--- src/msgbuf_map.vh ---
// constants for the message buffer manager
`ifndef MSGBUF_MAP_VH
`define MSGBUF_MAP_VH
// protocol state encodings
`define ST_DEFAULT_CFG 3'h0
`define ST_CONFIG      3'h1
`define ST_READY       3'h2
`define ST_WAKEUP      3'h3
`define ST_STARTUP     3'h4
`define ST_NORM_ACT    3'h5
`define ST_NORM_PAS    3'h6
`define ST_HALT        3'h7
// write-protect modes
`define WP_NONE        2'h0
`define WP_BOTH        2'h1
`define WP_CLASS2      2'h2
// buffer and field sizes
`define NBUF           4
`define BIDX_W         2
`define PL_W           16
`define PL_DEPTH       4
`define PL_AW          2
`define SLOT_W         11
`define LEN_W          7
`define HCRC_W         11
`define STAT_W         8
// class 1 layout: type, channel(2), slot, cycle mask
`define C1_W           22
`define C1_TYPE        21
`define C1_CHB         20
`define C1_CHA         19
`define C1_SLOT_LO     8
`define C1_CYC_LO      0
`define CYC_W          8
// class 2 layout: len, preamble, hcrc, mode
`define C2_W           20
`define C2_MODE        19
`define C2_PRE         18
`define C2_HCRC_LO     7
`define C2_LEN_LO      0
// reset values and receive fifo depth
`define C1_RST         22'h000000
`define C2_RST         20'h00000
`define FIFO_DEPTH     4
`endif

--- src/rx_fifo.v ---
// small valid/ready fifo for received payload words
`timescale 1ns/1ns
module rx_fifo #(
  parameter W  = 18,
  parameter D  = 4,
  parameter AW = 2
) (
  input  wire         mclk,
  input  wire         nrst,
  input  wire [W-1:0] in_data,
  input  wire         in_valid,
  output wire         in_ready,
  output wire [W-1:0] out_data,
  output wire         out_valid,
  input  wire         out_ready
);
  reg [W-1:0]  mem [0:D-1];   // storage
  reg [AW-1:0] wp_r;          // write pointer
  reg [AW-1:0] rp_r;          // read pointer
  reg [AW:0]   cnt_r;         // fill level
  wire         push = in_valid && in_ready;
  wire         pop  = out_valid && out_ready;
  assign in_ready  = (cnt_r != D[AW:0]);
  assign out_valid = (cnt_r != {(AW+1){1'b0}});
  assign out_data  = mem[rp_r];
  // pointers and level
  always @(posedge mclk) begin
    if (!nrst) begin
      wp_r  <= {AW{1'b0}};
      rp_r  <= {AW{1'b0}};
      cnt_r <= {(AW+1){1'b0}};
    end else begin
      if (push) wp_r <= wp_r + 1'b1;
      if (pop) rp_r <= rp_r + 1'b1;
      if (push && !pop) cnt_r <= cnt_r + 1'b1;
      else if (pop && !push) cnt_r <= cnt_r - 1'b1;
    end
  end
  // data store, no reset needed
  always @(posedge mclk) begin
    if (push) mem[wp_r] <= in_data;
  end
endmodule // rx_fifo

--- src/msgbuf_mgr.v ---
// non-queued message buffer store between host and protocol engine
// Overview of operation
// RULE_01 - static slot: transmit always beats receive
// RULE_02 - dynamic slot: transmit wins only if valid
// RULE_03 - after normal to halt/ready, freeze contents
// RULE_04 - never-updated status reads as no traffic
// RULE_05 - class1 holds type, channel, slot, cycles
// RULE_06 - tx adds length, preamble, crc, mode
// RULE_07 - length counts two-byte payload words
// RULE_08 - two configuration classes, class1 and class2
// RULE_09 - config readable always, writable in config
// RULE_10 - no config writes in default configuration
// RULE_11 - write protect: none, both, class2 only
// RULE_12 - write protect applies to all buffers
// RULE_13 - refuse config change while buffer busy
// RULE_14 - status, channel and updated indicator kept
// RULE_15 - config write clears updated and valid
// RULE_16 - ready to startup clears updated, rx valid
// RULE_17 - entering ready from run clears tx valid
// RULE_18 - host writes tx payload only, reads all
// RULE_19 - deliver config, status, payload consistently
// RULE_20 - host sets tx valid to request sending
// RULE_21 - rx valid set once payload stored
// RULE_22 - buffer disabled while configuring, else enabled
// RULE_23 - locked buffer: no update, no candidacy
`timescale 1ns/1ns
`include "msgbuf_map.vh"
module msgbuf_mgr (
  input  wire                   mclk,
  input  wire                   nrst,
  // protocol state and write-protect setting
  input  wire [2:0]             proto_state,
  input  wire [1:0]             wp_mode_in,
  input  wire                   wp_mode_load,
  // host configuration access
  input  wire [`BIDX_W-1:0]     host_buf,
  input  wire                   host_c1_wr,
  input  wire [`C1_W-1:0]       host_c1_wdata,
  input  wire                   host_c2_wr,
  input  wire [`C2_W-1:0]       host_c2_wdata,
  input  wire                   host_cfg_done,
  output reg                    host_cfg_refused,
  output reg  [`C1_W-1:0]       host_c1_rdata,
  output reg  [`C2_W-1:0]       host_c2_rdata,
  output reg  [`STAT_W-1:0]     host_stat_rdata,
  output reg                    host_stat_ch_b,
  output reg                    host_stat_upd,
  output reg                    host_valid_rdata,
  output reg                    host_enabled,
  // host payload access
  input  wire [`PL_AW-1:0]      host_pl_addr,
  input  wire                   host_pl_wr,
  input  wire [`PL_W-1:0]       host_pl_wdata,
  input  wire                   host_valid_set,
  input  wire                   host_valid_clr,
  input  wire                   host_lock,
  output reg  [`PL_W-1:0]       host_pl_rdata,
  // slot lookup from the protocol engine
  input  wire                   slot_start,
  input  wire [`SLOT_W-1:0]     slot_id,
  input  wire [`CYC_W-1:0]      cycle_num,
  input  wire                   slot_ch_b,
  input  wire                   slot_dynamic,
  output reg                    tx_sel,
  output reg                    rx_sel,
  output reg  [`BIDX_W-1:0]     act_buf,
  output reg                    tx_data_available_flag,
  output reg  [`LEN_W-1:0]      tx_len,
  output reg                    tx_preamble,
  output reg  [`HCRC_W-1:0]     tx_hcrc,
  // transmit payload fetch and completion
  input  wire [`PL_AW-1:0]      tx_pl_addr,
  output reg  [`PL_W-1:0]       tx_pl_data,
  input  wire                   tx_done,
  input  wire [`STAT_W-1:0]     tx_status,
  // received words and slot status from the protocol engine
  input  wire [`PL_W-1:0]       rx_word,
  input  wire                   rx_word_valid,
  output wire                   rx_word_ready,
  input  wire                   rx_done,
  input  wire [`STAT_W-1:0]     rx_status
);
  localparam NB = `NBUF;
  reg  [`C1_W-1:0]   c1_r    [0:NB-1];            // class 1 config
  reg  [`C2_W-1:0]   c2_r    [0:NB-1];            // class 2 config
  reg  [`STAT_W-1:0] stat_r  [0:NB-1];            // slot status
  reg  [NB-1:0]      stch_r;                      // status channel
  reg  [NB-1:0]      upd_r;                       // status updated
  reg  [NB-1:0]      val_r;                       // payload valid
  reg  [NB-1:0]      en_r;                        // configuration complete
  reg  [NB-1:0]      lock_r;                      // host lock
  reg  [`PL_W-1:0]   pl_r    [0:NB*`PL_DEPTH-1];  // payload store
  reg  [1:0]         wp_r;                        // write-protect mode
  reg  [2:0]         st_prev_r;                   // last protocol state
  reg                busy_r;                      // slot owns act_buf
  reg  [`PL_AW-1:0]  rx_wa_r;                     // receive word index
  wire [`PL_W+1:0]   fo_data;
  wire               fo_valid;
  wire               fo_ready;                    // held off while the host writes payload
  // buffer path is frozen outside the running states
  wire running = (proto_state == `ST_STARTUP) || (proto_state == `ST_NORM_ACT)
              || (proto_state == `ST_NORM_PAS);
  // state transition events
  wire ev_ready_start = (st_prev_r == `ST_READY) && (proto_state == `ST_STARTUP);
  wire ev_run_ready   = (proto_state == `ST_READY) && (st_prev_r == `ST_STARTUP ||
                        st_prev_r == `ST_NORM_ACT || st_prev_r == `ST_NORM_PAS);
  // write permission per class
  wire in_cfg  = (proto_state == `ST_CONFIG);
  wire in_dflt = (proto_state == `ST_DEFAULT_CFG);
  wire c1_ok = !in_dflt && (in_cfg || wp_r == `WP_BOTH);            // see RULE_09 see RULE_10
  wire c2_ok = !in_dflt && (in_cfg || wp_r == `WP_BOTH || wp_r == `WP_CLASS2); // see RULE_11
  wire in_use = busy_r && (act_buf == host_buf);                    // see RULE_13
  wire c1_take = host_c1_wr && c1_ok && !in_use;
  wire c2_take = host_c2_wr && c2_ok && !in_use;
  // one write port on the store: a host payload write holds the fifo for a cycle
  wire host_pl_take = host_pl_wr && c1_r[host_buf][`C1_TYPE] && !in_use;  // see RULE_18
  assign fo_ready = !host_pl_take;
  wire rx_acc  = fo_valid && fo_ready && !fo_data[`PL_W+1];  // word entry, not end marker
  wire rx_end  = fo_valid && fo_ready && fo_data[`PL_W+1];
  // rx words pass through the fifo; the end marker carries the frame status
  rx_fifo #(.W(`PL_W+2), .D(`FIFO_DEPTH), .AW(2)) u_fifo (
    .mclk      (mclk),
    .nrst      (nrst),
    .in_data   ({rx_done, 1'b0, rx_done ? {{(`PL_W-`STAT_W){1'b0}}, rx_status} : rx_word}),
    .in_valid  (rx_word_valid || rx_done),
    .in_ready  (rx_word_ready),
    .out_data  (fo_data),
    .out_valid (fo_valid),
    .out_ready (fo_ready)
  );
  // candidate search, lowest index wins for determinism (for tx, the lowest valid buffer if any is valid)
  integer i;
  reg tx_f, rx_f, txv_f;
  reg [`BIDX_W-1:0] tx_i, rx_i;
  reg match;
  always @* begin
    tx_f = 1'b0; rx_f = 1'b0; txv_f = 1'b0;
    tx_i = {`BIDX_W{1'b0}}; rx_i = {`BIDX_W{1'b0}}; match = 1'b0;
    for (i = NB-1; i >= 0; i = i - 1) begin
      // enabled and unlocked only; see RULE_22 see RULE_23
      match = en_r[i] && !lock_r[i] && (c1_r[i][`C1_SLOT_LO +: `SLOT_W] == slot_id)
           && (slot_ch_b ? c1_r[i][`C1_CHB] : c1_r[i][`C1_CHA])
           && c1_r[i][`C1_CYC_LO + cycle_num[2:0]];
      if (match && c1_r[i][`C1_TYPE]) begin
        // valid buffers preferred over non-valid ones
        if (val_r[i] || !txv_f) begin
          tx_i = i[`BIDX_W-1:0];
        end
        tx_f  = 1'b1;
        txv_f = txv_f | val_r[i];
      end else if (match) begin
        rx_i = i[`BIDX_W-1:0];
        rx_f = 1'b1;
      end
    end
  end
  // dynamic segment needs a valid payload for tx to take the slot
  wire tx_wins = tx_f && (!slot_dynamic || txv_f);  // see RULE_01 see RULE_02
  // slot decision latched for the whole slot
  always @(posedge mclk) begin
    if (!nrst) begin
      tx_sel <= 1'b0;
      rx_sel <= 1'b0;
      act_buf <= {`BIDX_W{1'b0}};
      busy_r <= 1'b0;
      tx_data_available_flag <= 1'b0;
      tx_len <= {`LEN_W{1'b0}};
      tx_preamble <= 1'b0;
      tx_hcrc <= {`HCRC_W{1'b0}};
    end else if (slot_start && running) begin
      tx_sel <= tx_wins;
      rx_sel <= !tx_wins && rx_f;                   // see RULE_01
      act_buf <= tx_wins ? tx_i : rx_i;
      busy_r <= tx_wins || rx_f;
      // class 2 snapshot keeps header and payload consistent; see RULE_19
      tx_data_available_flag <= tx_wins && txv_f;
      tx_len <= c2_r[tx_i][`C2_LEN_LO +: `LEN_W];   // see RULE_07
      tx_preamble <= c2_r[tx_i][`C2_PRE];
      tx_hcrc <= c2_r[tx_i][`C2_HCRC_LO +: `HCRC_W];
    end else if (tx_done || rx_end || !running) begin
      busy_r <= 1'b0;
      tx_sel <= 1'b0;
      rx_sel <= 1'b0;
      tx_data_available_flag <= 1'b0;
    end
  end
  // per-buffer config, status and flags
  genvar g;
  generate
    for (g = 0; g < NB; g = g + 1) begin : gb
      wire sel  = (host_buf == g);
      wire mine = busy_r && (act_buf == g) && running && !lock_r[g];  // see RULE_03 see RULE_23
      wire is_tx = c1_r[g][`C1_TYPE];
      always @(posedge mclk) begin
        if (!nrst) begin
          c1_r[g] <= `C1_RST;
          c2_r[g] <= `C2_RST;
          stat_r[g] <= {`STAT_W{1'b0}};   // zero means no traffic; see RULE_04
          stch_r[g] <= 1'b0;
          upd_r[g] <= 1'b0;
          val_r[g] <= 1'b0;
          en_r[g] <= 1'b0;
          lock_r[g] <= 1'b0;
        end else begin
          if (sel && c1_take) c1_r[g] <= host_c1_wdata;  // see RULE_05 see RULE_08 see RULE_12
          if (sel && c2_take) c2_r[g] <= host_c2_wdata;  // see RULE_06
          if (sel) lock_r[g] <= host_lock;
          // disabled until host signals completion; see RULE_22
          if (sel && (c1_take || c2_take)) en_r[g] <= 1'b0;
          else if (sel && host_cfg_done) en_r[g] <= 1'b1;
          // status update from the engine; see RULE_14
          if (mine && (tx_done || rx_end)) begin
            stat_r[g] <= tx_done ? tx_status : fo_data[`STAT_W-1:0];
            stch_r[g] <= slot_ch_b;
          end
          // updated indicator: set beats clear
          if (mine && (tx_done || rx_end)) upd_r[g] <= 1'b1;
          else if ((sel && (c1_take || c2_take)) || ev_ready_start) upd_r[g] <= 1'b0;  // see RULE_15 see RULE_16
          // payload valid flag
          if (mine && rx_end && !is_tx) val_r[g] <= 1'b1;                  // see RULE_21
          else if (sel && (c1_take || c2_take)) val_r[g] <= 1'b0;          // see RULE_15
          else if (ev_ready_start && !is_tx) val_r[g] <= 1'b0;             // see RULE_16
          else if (ev_run_ready && is_tx) val_r[g] <= 1'b0;                // see RULE_17
          else if (mine && tx_done && !c2_r[g][`C2_MODE]) val_r[g] <= 1'b0; // single shot
          else if (sel && is_tx && host_valid_set) val_r[g] <= 1'b1;       // see RULE_18 see RULE_20
          else if (sel && is_tx && host_valid_clr) val_r[g] <= 1'b0;
        end
      end
    end
  endgenerate
  // payload store: host writes tx only, rx words land in the active buffer
  always @(posedge mclk) begin
    if (host_pl_take)                                                    // see RULE_18
      pl_r[{host_buf, host_pl_addr}] <= host_pl_wdata;
    else if (rx_acc && rx_sel && running && !lock_r[act_buf])
      pl_r[{act_buf, rx_wa_r}] <= fo_data[`PL_W-1:0];
  end
  // receive word index
  always @(posedge mclk) begin
    if (!nrst) rx_wa_r <= {`PL_AW{1'b0}};
    else if (slot_start || rx_end) rx_wa_r <= {`PL_AW{1'b0}};
    else if (rx_acc) rx_wa_r <= rx_wa_r + 1'b1;
  end
  // registered read ports, protect setting and state history
  always @(posedge mclk) begin
    if (!nrst) begin
      wp_r <= `WP_NONE;
      st_prev_r <= `ST_DEFAULT_CFG;
      host_cfg_refused <= 1'b0;
      host_c1_rdata <= {`C1_W{1'b0}};
      host_c2_rdata <= {`C2_W{1'b0}};
      host_stat_rdata <= {`STAT_W{1'b0}};
      host_stat_ch_b <= 1'b0;
      host_stat_upd <= 1'b0;
      host_valid_rdata <= 1'b0;
      host_enabled <= 1'b0;
      host_pl_rdata <= {`PL_W{1'b0}};
      tx_pl_data <= {`PL_W{1'b0}};
    end else begin
      if (wp_mode_load && in_cfg) wp_r <= wp_mode_in;                   // see RULE_11
      st_prev_r <= proto_state;
      host_cfg_refused <= (host_c1_wr && !c1_take) || (host_c2_wr && !c2_take); // see RULE_13
      host_c1_rdata <= c1_r[host_buf];                                  // see RULE_09
      host_c2_rdata <= c2_r[host_buf];
      host_stat_rdata <= stat_r[host_buf];                              // see RULE_03
      host_stat_ch_b <= stch_r[host_buf];
      host_stat_upd <= upd_r[host_buf];
      host_valid_rdata <= val_r[host_buf];
      host_enabled <= en_r[host_buf];
      host_pl_rdata <= pl_r[{host_buf, host_pl_addr}];
      tx_pl_data <= pl_r[{act_buf, tx_pl_addr}];                        // see RULE_19
    end
  end
endmodule // msgbuf_mgr

--- config.mk ---
export PLATFORM = sky130hd
export DESIGN_NAME = msgbuf_mgr
export DESIGN_NICKNAME = d
export VERILOG_FILES = /design/src/rx_fifo.v /design/src/msgbuf_mgr.v
export VERILOG_INCLUDE_DIRS = /design/src
export SDC_FILE = /design/constraint.sdc
export NUM_CORES = 1
export LEC_CHECK = 0
export BUFFER_PORTS_ARGS = -buffer_cell sky130_fd_sc_hd__buf_2
export CORE_ASPECT_RATIO = 1.75
export CORE_MARGIN = 5
export CORE_UTILIZATION = 56
export CTS_BUF_LIST = sky130_fd_sc_hd__clkbuf_8
export CTS_CLUSTER_SIZE = 28
export DETAILED_ROUTE_END_ITERATION = 10
export PLACE_DENSITY = 0.88
export SLEW_MARGIN = 5
export SYNTH_ARGS = -nofsm -noshare
export SYNTH_HDL_FRONTEND = slang
export SYNTH_SLANG_ARGS = --single-unit
--- constraint.sdc ---
create_clock -name mclk -period 3.5 [get_ports mclk]
set_input_delay 0.7 -clock mclk [delete_from_list [all_inputs] [get_ports mclk]]
set_output_delay 0.7 -clock mclk [all_outputs]
set_load 0.005 [all_outputs]
==> After elaboration in Yosys (flattened, before gate mapping) <==
Memory sizes are Yosys's and may differ from the RTL's. A register that Yosys moved wholly into a read port is not among the register bits.
Cells that the tools add are included.
{ "op_classes": {"reduce_logical": 188, "n_lt_le_gt_ge": 3, "eq_ne": 23, "addsub": 5, "bitwise": 16, "n_mux": 160} }
{ "ops": {"columns": ["op", "count"], "rows": [
  ["$logic_and 1x1->1", 115],
  ["$mux 1", 115],
  ["$mux 22", 4],
  ["$mux 20", 4],
  ["$eq 11x11->1", 4],
  ["$mux 8", 5],
  ["$mux 2", 18],
  ["$logic_not 1->1", 32],
  ["$mux 16", 2],
  ["$reduce_bool 7->1", 4],
  ["$logic_or 1x1->1", 21],
  ["$eq 3x3->1 const B", 6],
  ["$reduce_or 16->1", 1],
  ["$or 1x1->1", 15],
  ["$bmux 1 s3", 4],
  ["$reduce_bool 2->1", 6],
  ["$bmux 1 s2", 5],
  ["$eq 2x2->1 const B", 5],
  ["$reduce_or 2->1", 5],
  ["$add 2x1->2 const B", 3],
  ["$eq 2x1->1 const B", 3],
  ["$eq 3x2->1 const B", 2],
  ["$lt 2x3->1 const B", 2],
  ["$lt 3x6->1 const B", 1],
  ["other kinds (11)", 13]
]} }
{ "totals": {"register_bits": 67, "ram_bits": 524, "output_inout_bits": 112, "input_bits": 136, "wordCells": 437, "memories": 5} }
{ "mem_list": {"columns": ["name", "words", "word_bits", "rd", "rd_clocked_by_memory_dff", "wr", "line", "text"], "rows": [
  ["pl_r", 16, 16, 2, 2, 1, "msgbuf_mgr.v:92", "reg [`PL_W-1:0] pl_r [0:NB*`PL_DEPTH-1];"],
  ["c1_r", 4, 22, 5, 0, 4, "msgbuf_mgr.v:84", "reg [`C1_W-1:0] c1_r [0:NB-1];"],
  ["c2_r", 4, 20, 6, 2, 4, "msgbuf_mgr.v:85", "reg [`C2_W-1:0] c2_r [0:NB-1];"],
  ["u_fifo.mem", 4, 17, 1, 1, 1, "rx_fifo.v:17", "reg [W-1:0] mem [0:D-1];"],
  ["stat_r", 4, 8, 1, 1, 4, "msgbuf_mgr.v:86", "reg [`STAT_W-1:0] stat_r [0:NB-1];"]
]} }

==> Longest topological paths before layout <==
{ "depth": {"word_depth": 18, "ltp_mapped": 12, "mapped_depth_nobuf": 11} }

==> Modules after synthesis <==
From an unflattened synthesis, not the netlist that was laid out.
{ "unflattened": {"cells_unflattened": 1954, "hier_area_um2": 30494.2} }
{ "by_module_without_submodules": {"columns": ["mod", "cells_each", "seq_area_each_um2", "area_per_inst_um2", "n_inst"], "rows": [
  ["msgbuf_mgr", 1812, 16475.8, 27360.0, 1],
  ["rx_fifo", 142, 2342.2, 3134.3, 1]
]} }

==> Worst setup path after synthesis <==
Ideal clock, no wire load.
{ "synth_path": {"path_kind": "input port to flip-flop", "from": "input host_buf[0]", "to": "memory pl_r[15][0] (netlist name) (enable)", "path_buffers": 2, "arrival_ps": 3414, "stages": 9, "path_slack_ps": -302, "cell_sequence": "buf_2 mux4_2 nand3_1 o31a_1 inv_2 nor4_4 buf_2 a31oi_1 nor2_1"} }
{ "synth_via": {"elab_chain_len": 15} }
{ "synth_lines": {"columns": ["item", "line", "text"], "rows": [
  ["start: declaration", "msgbuf_mgr.v:36", "input wire [`BIDX_W-1:0] host_buf,"],
  ["branches (longest 15 deep; another with $mem_v2 4x22)", null, null],
  ["end: declaration", "msgbuf_mgr.v:92", null]
]} }
Parallel ways; which one is timed is not known.

==> impl_results.md <==
- Outcome: finished clean
- Cell Pwr Density: 500 nW/µm²
- Commonest non-fill, non-tap cell in the layout: edfxtp_1
- Vias in the first global route: 19776
- FF+latch count, synth: 672
- Hold_buf cts: 0
- Nets@finish: 2321
- Max incr delay on CP: 0.50 ns
- H-tree levels: 3
- Total number of vias: 18579
- Antenna viol nets, final: 0
- Period utilization: 0.928
- Slew Limit Fails: 0
- GR Util met3: 0.0464
- Clock root cell: clkbuf_8
- Fin util: 0.648
- Crit path time final: 3.25 ns
- Layout cells sized above 1: 0.340
- Crit path top cell by count: buf_4
- Initial Utilization: 0.564
- # DRC: 0
- Row count: 112
- Clk Latency, worst-skew pair: 0.69 ns
- Maximum vdd drop: 0.000342 V
- Synthesized area: 30000 µm²
- Critical Path, Cell by Cell: mux4_2, nand3_1, o31a_1, inv_2, nor4_4, buf_4, a32oi_1, nor2_2, buf_4
- Grt peak-use layer: met2
- Tot GR Track Use: 0.272
- Post-placement cell count: 2769
- Die H: 316 µm
- Setup ws final: 0.251 ns
- Switching part of the total power: 0.252
- Detailed Place HPWL: 55300 µm
- Max-cap viol count: 0
- Per-cell routed wire length: 26.9 µm
- Transition time of the tightest slew-check pin: 1.12 ns
- Sequential share of the synthesized area: 0.623
- Synth Area per Inst: 16.2 µm²
- Synth cell types: 69
- Postcts setup bufs: 0
- Part of the power in registers: 0.531
- Critical path's slowest cell: mux4_2
- Leakage power: 12.6 nW
- # IOs: 248
- CTS Buffer Depth: 3
- Slew headroom: 0.252
- Crit. End Element: flop
- Setup Skew: 0.0604 ns
- Post-Syn Instances: 1858
- Crit Path Category: flop to flop
- Pre-CTS setup slack: -0.0440 ns
- Vias per std cell: 6.30
- Initial antenna violation count: 10
- Psw: 4.35 mW
- Synth warn: 0
- IO Port Bufs: 242
- M2 GR Usage: 0.489
- Min-delay worst type: input port to flop
- Synthesis-to-layout area growth: 14.9%
- CTS Buf Count: 92
- Setup crit start kind: flop
- Grt met1 use: 0.299
- Sink Count: 672
- Crit-path max FO: 9
- Iteration-0 DRC Markers: 1710
- WP data required: 3.83 ns
- Arr. time, crit path: 3.58 ns
- FILL cells: 3595
- Grt ovf: 0
- RSZ-0062 raised after global routing: false
- CTS tree: built
- Largest net degree at the start of global routing: 65
- Die area: 58500 µm²
- Final-report hold violation count: 0
- Drt first pass iters: 5
- Most frequent cells in the layout: edfxtp_1, and2_1, buf_2, mux4_2, dfxtp_1
- Clock power share: 0.347
- Post-cts resize count: 0
- Power Total: 17.3 mW
- Die width: 185 µm
- CTS clock-pin slew for the worst setup and hold paths: 0.06 ns
- Final Non-Filler Cells: 2950
- RePlAce Congestion: 0.915
- Combinational power share: 0.122
- EDFF count, synth: 524
- Fmax: 308 MHz
- Fraction of registers with async set/reset: 0
- Internal power: 12.9 mW
- Post-Syn Nets: 2000
- Final wirelength: 79400 µm
- Core area: 53300 µm²
- First-pass GRT wire length: 118000 µm
- Setup Viol. Count Final: 0
- Most used flip-flop cell after synthesis: edfxtp_1
-- power by group through the flow --
stage          Sequential, mW  Clock, mW  Combinational, mW
6_report                 9.16       5.99               2.11
5_1_grt                  9.19       6.44               2.24
4_1_cts                  9.16       6.08               2.13
3_5_place_dp             9.33          0               2.12
3_3_place_gp             9.30          0               2.06
2_1_floorplan            9.28          0               1.26
-- cell usage after synthesis (4+ instances only) --
cell type | instances | share of area
edfxtp_1 | 524 | 0.52
and2_1 | 269 | 0.056
mux4_2 | 232 | 0.17
dfxtp_1 | 148 | 0.099
nor2_1 | 95 | 0.012
clkbuf_1 | 76 | 0.0095
mux2i_1 | 61 | 0.020
nand2_1 | 46 | 0.0058
nor2b_1 | 36 | 0.0075
nand3_1 | 30 | 0.0050
o21ai_0 | 28 | 0.0047
mux2_2 | 27 | 0.010
xor2_1 | 27 | 0.0079
buf_1 | 25 | 0.0031
xnor2_1 | 18 | 0.0053
nor4_1 | 17 | 0.0035
a21boi_0 | 15 | 0.0038
inv_1 | 15 | 0.0019
nand2b_1 | 14 | 0.0029
a21oi_1 | 13 | 0.0022
nor3_1 | 11 | 0.0018
o221ai_2 | 11 | 0.0055
nand4_1 | 10 | 0.0021
a31oi_1 | 8 | 0.0017
o221ai_1 | 8 | 0.0023
a22oi_1 | 7 | 0.0018
buf_2 | 7 | 0.0012
o211ai_1 | 6 | 0.0015
or3_1 | 6 | 0.0013
ha_1 | 5 | 0.0021
buf_6 | 4 | 0.0015
nor3b_1 | 4 | 0.0010
nor4b_1 | 4 | 0.0012
o32ai_1 | 4 | 0.0012
-- per-stage QoR --
stage | TNS (ns) | hold WS, ns | area (µm²)
3_3_place_gp | 0 | 0.455 | 32600
3_5_place_dp | -2.97 | 0.460 | 32600
2_1_floorplan | -40.09 | 0.446 | 30100
4_1_cts | 0 | 0.249 | 34500
6_report | 0 | 0.296 | 34500
5_1_grt | 0 | 0.290 | 34500
-- path summary, 6_finish.rpt --
check	startpoint	end	slack (ns)	cells after the start
setup / recovery	c1_r[3][21]	pl_r[3][1]	0.25	9
hold / removal	host_cfg_done	en_r[2]	0.30	3
setup reg to reg	c1_r[3][21]	pl_r[3][1]	0.25	9
hold reg to reg	tx_sel	tx_sel	0.47	2
-- final cells by class --
class | count | area, µm² | share of cell area
timing repair buffer | 344 | 2190 | 0.0635
clock buffer | 99 | 1360 | 0.0395
sequential | 672 | 18700 | 0.542
clock inverter | 75 | 488 | 0.0141
multi-input combinational | 1053 | 10800 | 0.314
antenna | 7 | 17.5 | 0.000508
tap | 684 | 856 | 0.0248
inverter | 16 | 60.1 | 0.00174
-- metal layers --
metal	part of all wire	vias to the layer above	wire length, µm
li1	-	7890	-
met3	0.081	274	6430
met4	0.065	0	5160
met2	0.54	1119	42500
met5	0	-	0
met1	0.32	9296	25300
-- logic make-up after synthesis --
family          after synthesis  synth area share
compound gates              120            0.0304
xor+xnor                     45            0.0131
fa+ha+maj                     6           0.00275
buf+inv                     133            0.0189
flops                       672             0.623
mux                         323             0.207
simple gates                559             0.105
-- registers in the layout, summed over array words and instances, names as in the netlist, 3 cells and up, named ones only --
| signal | cells |
|---|---|
| stat_r | 32 |
| c1_r | 88 |
| tx_pl_data | 16 |
| stch_r | 4 |
| tx_hcrc | 11 |
| c2_r | 80 |
| pl_r | 256 |
| tx_len | 7 |
| lock_r | 4 |
| val_r | 4 |
| en_r | 4 |
| st_prev_r | 3 |
| u_fifo.mem | 68 |
| host_c2_rdata | 20 |
| upd_r | 4 |
| host_stat_rdata | 8 |
| host_pl_rdata | 16 |
| u_fifo.cnt_r | 3 |
| host_c1_rdata | 22 |
-- worst max-delay path, delay by kind of cell (launching register included) --
family / cells / cell delay, ns
AOI/OAI and AO/OA: 2 / 0.49
buffers and inverters: 3 / 0.59
muxes: 1 / 0.50
DFF: 1 / 0.41
and+or+nand+nor: 3 / 0.89
Power figures use the tool's default switching activity.
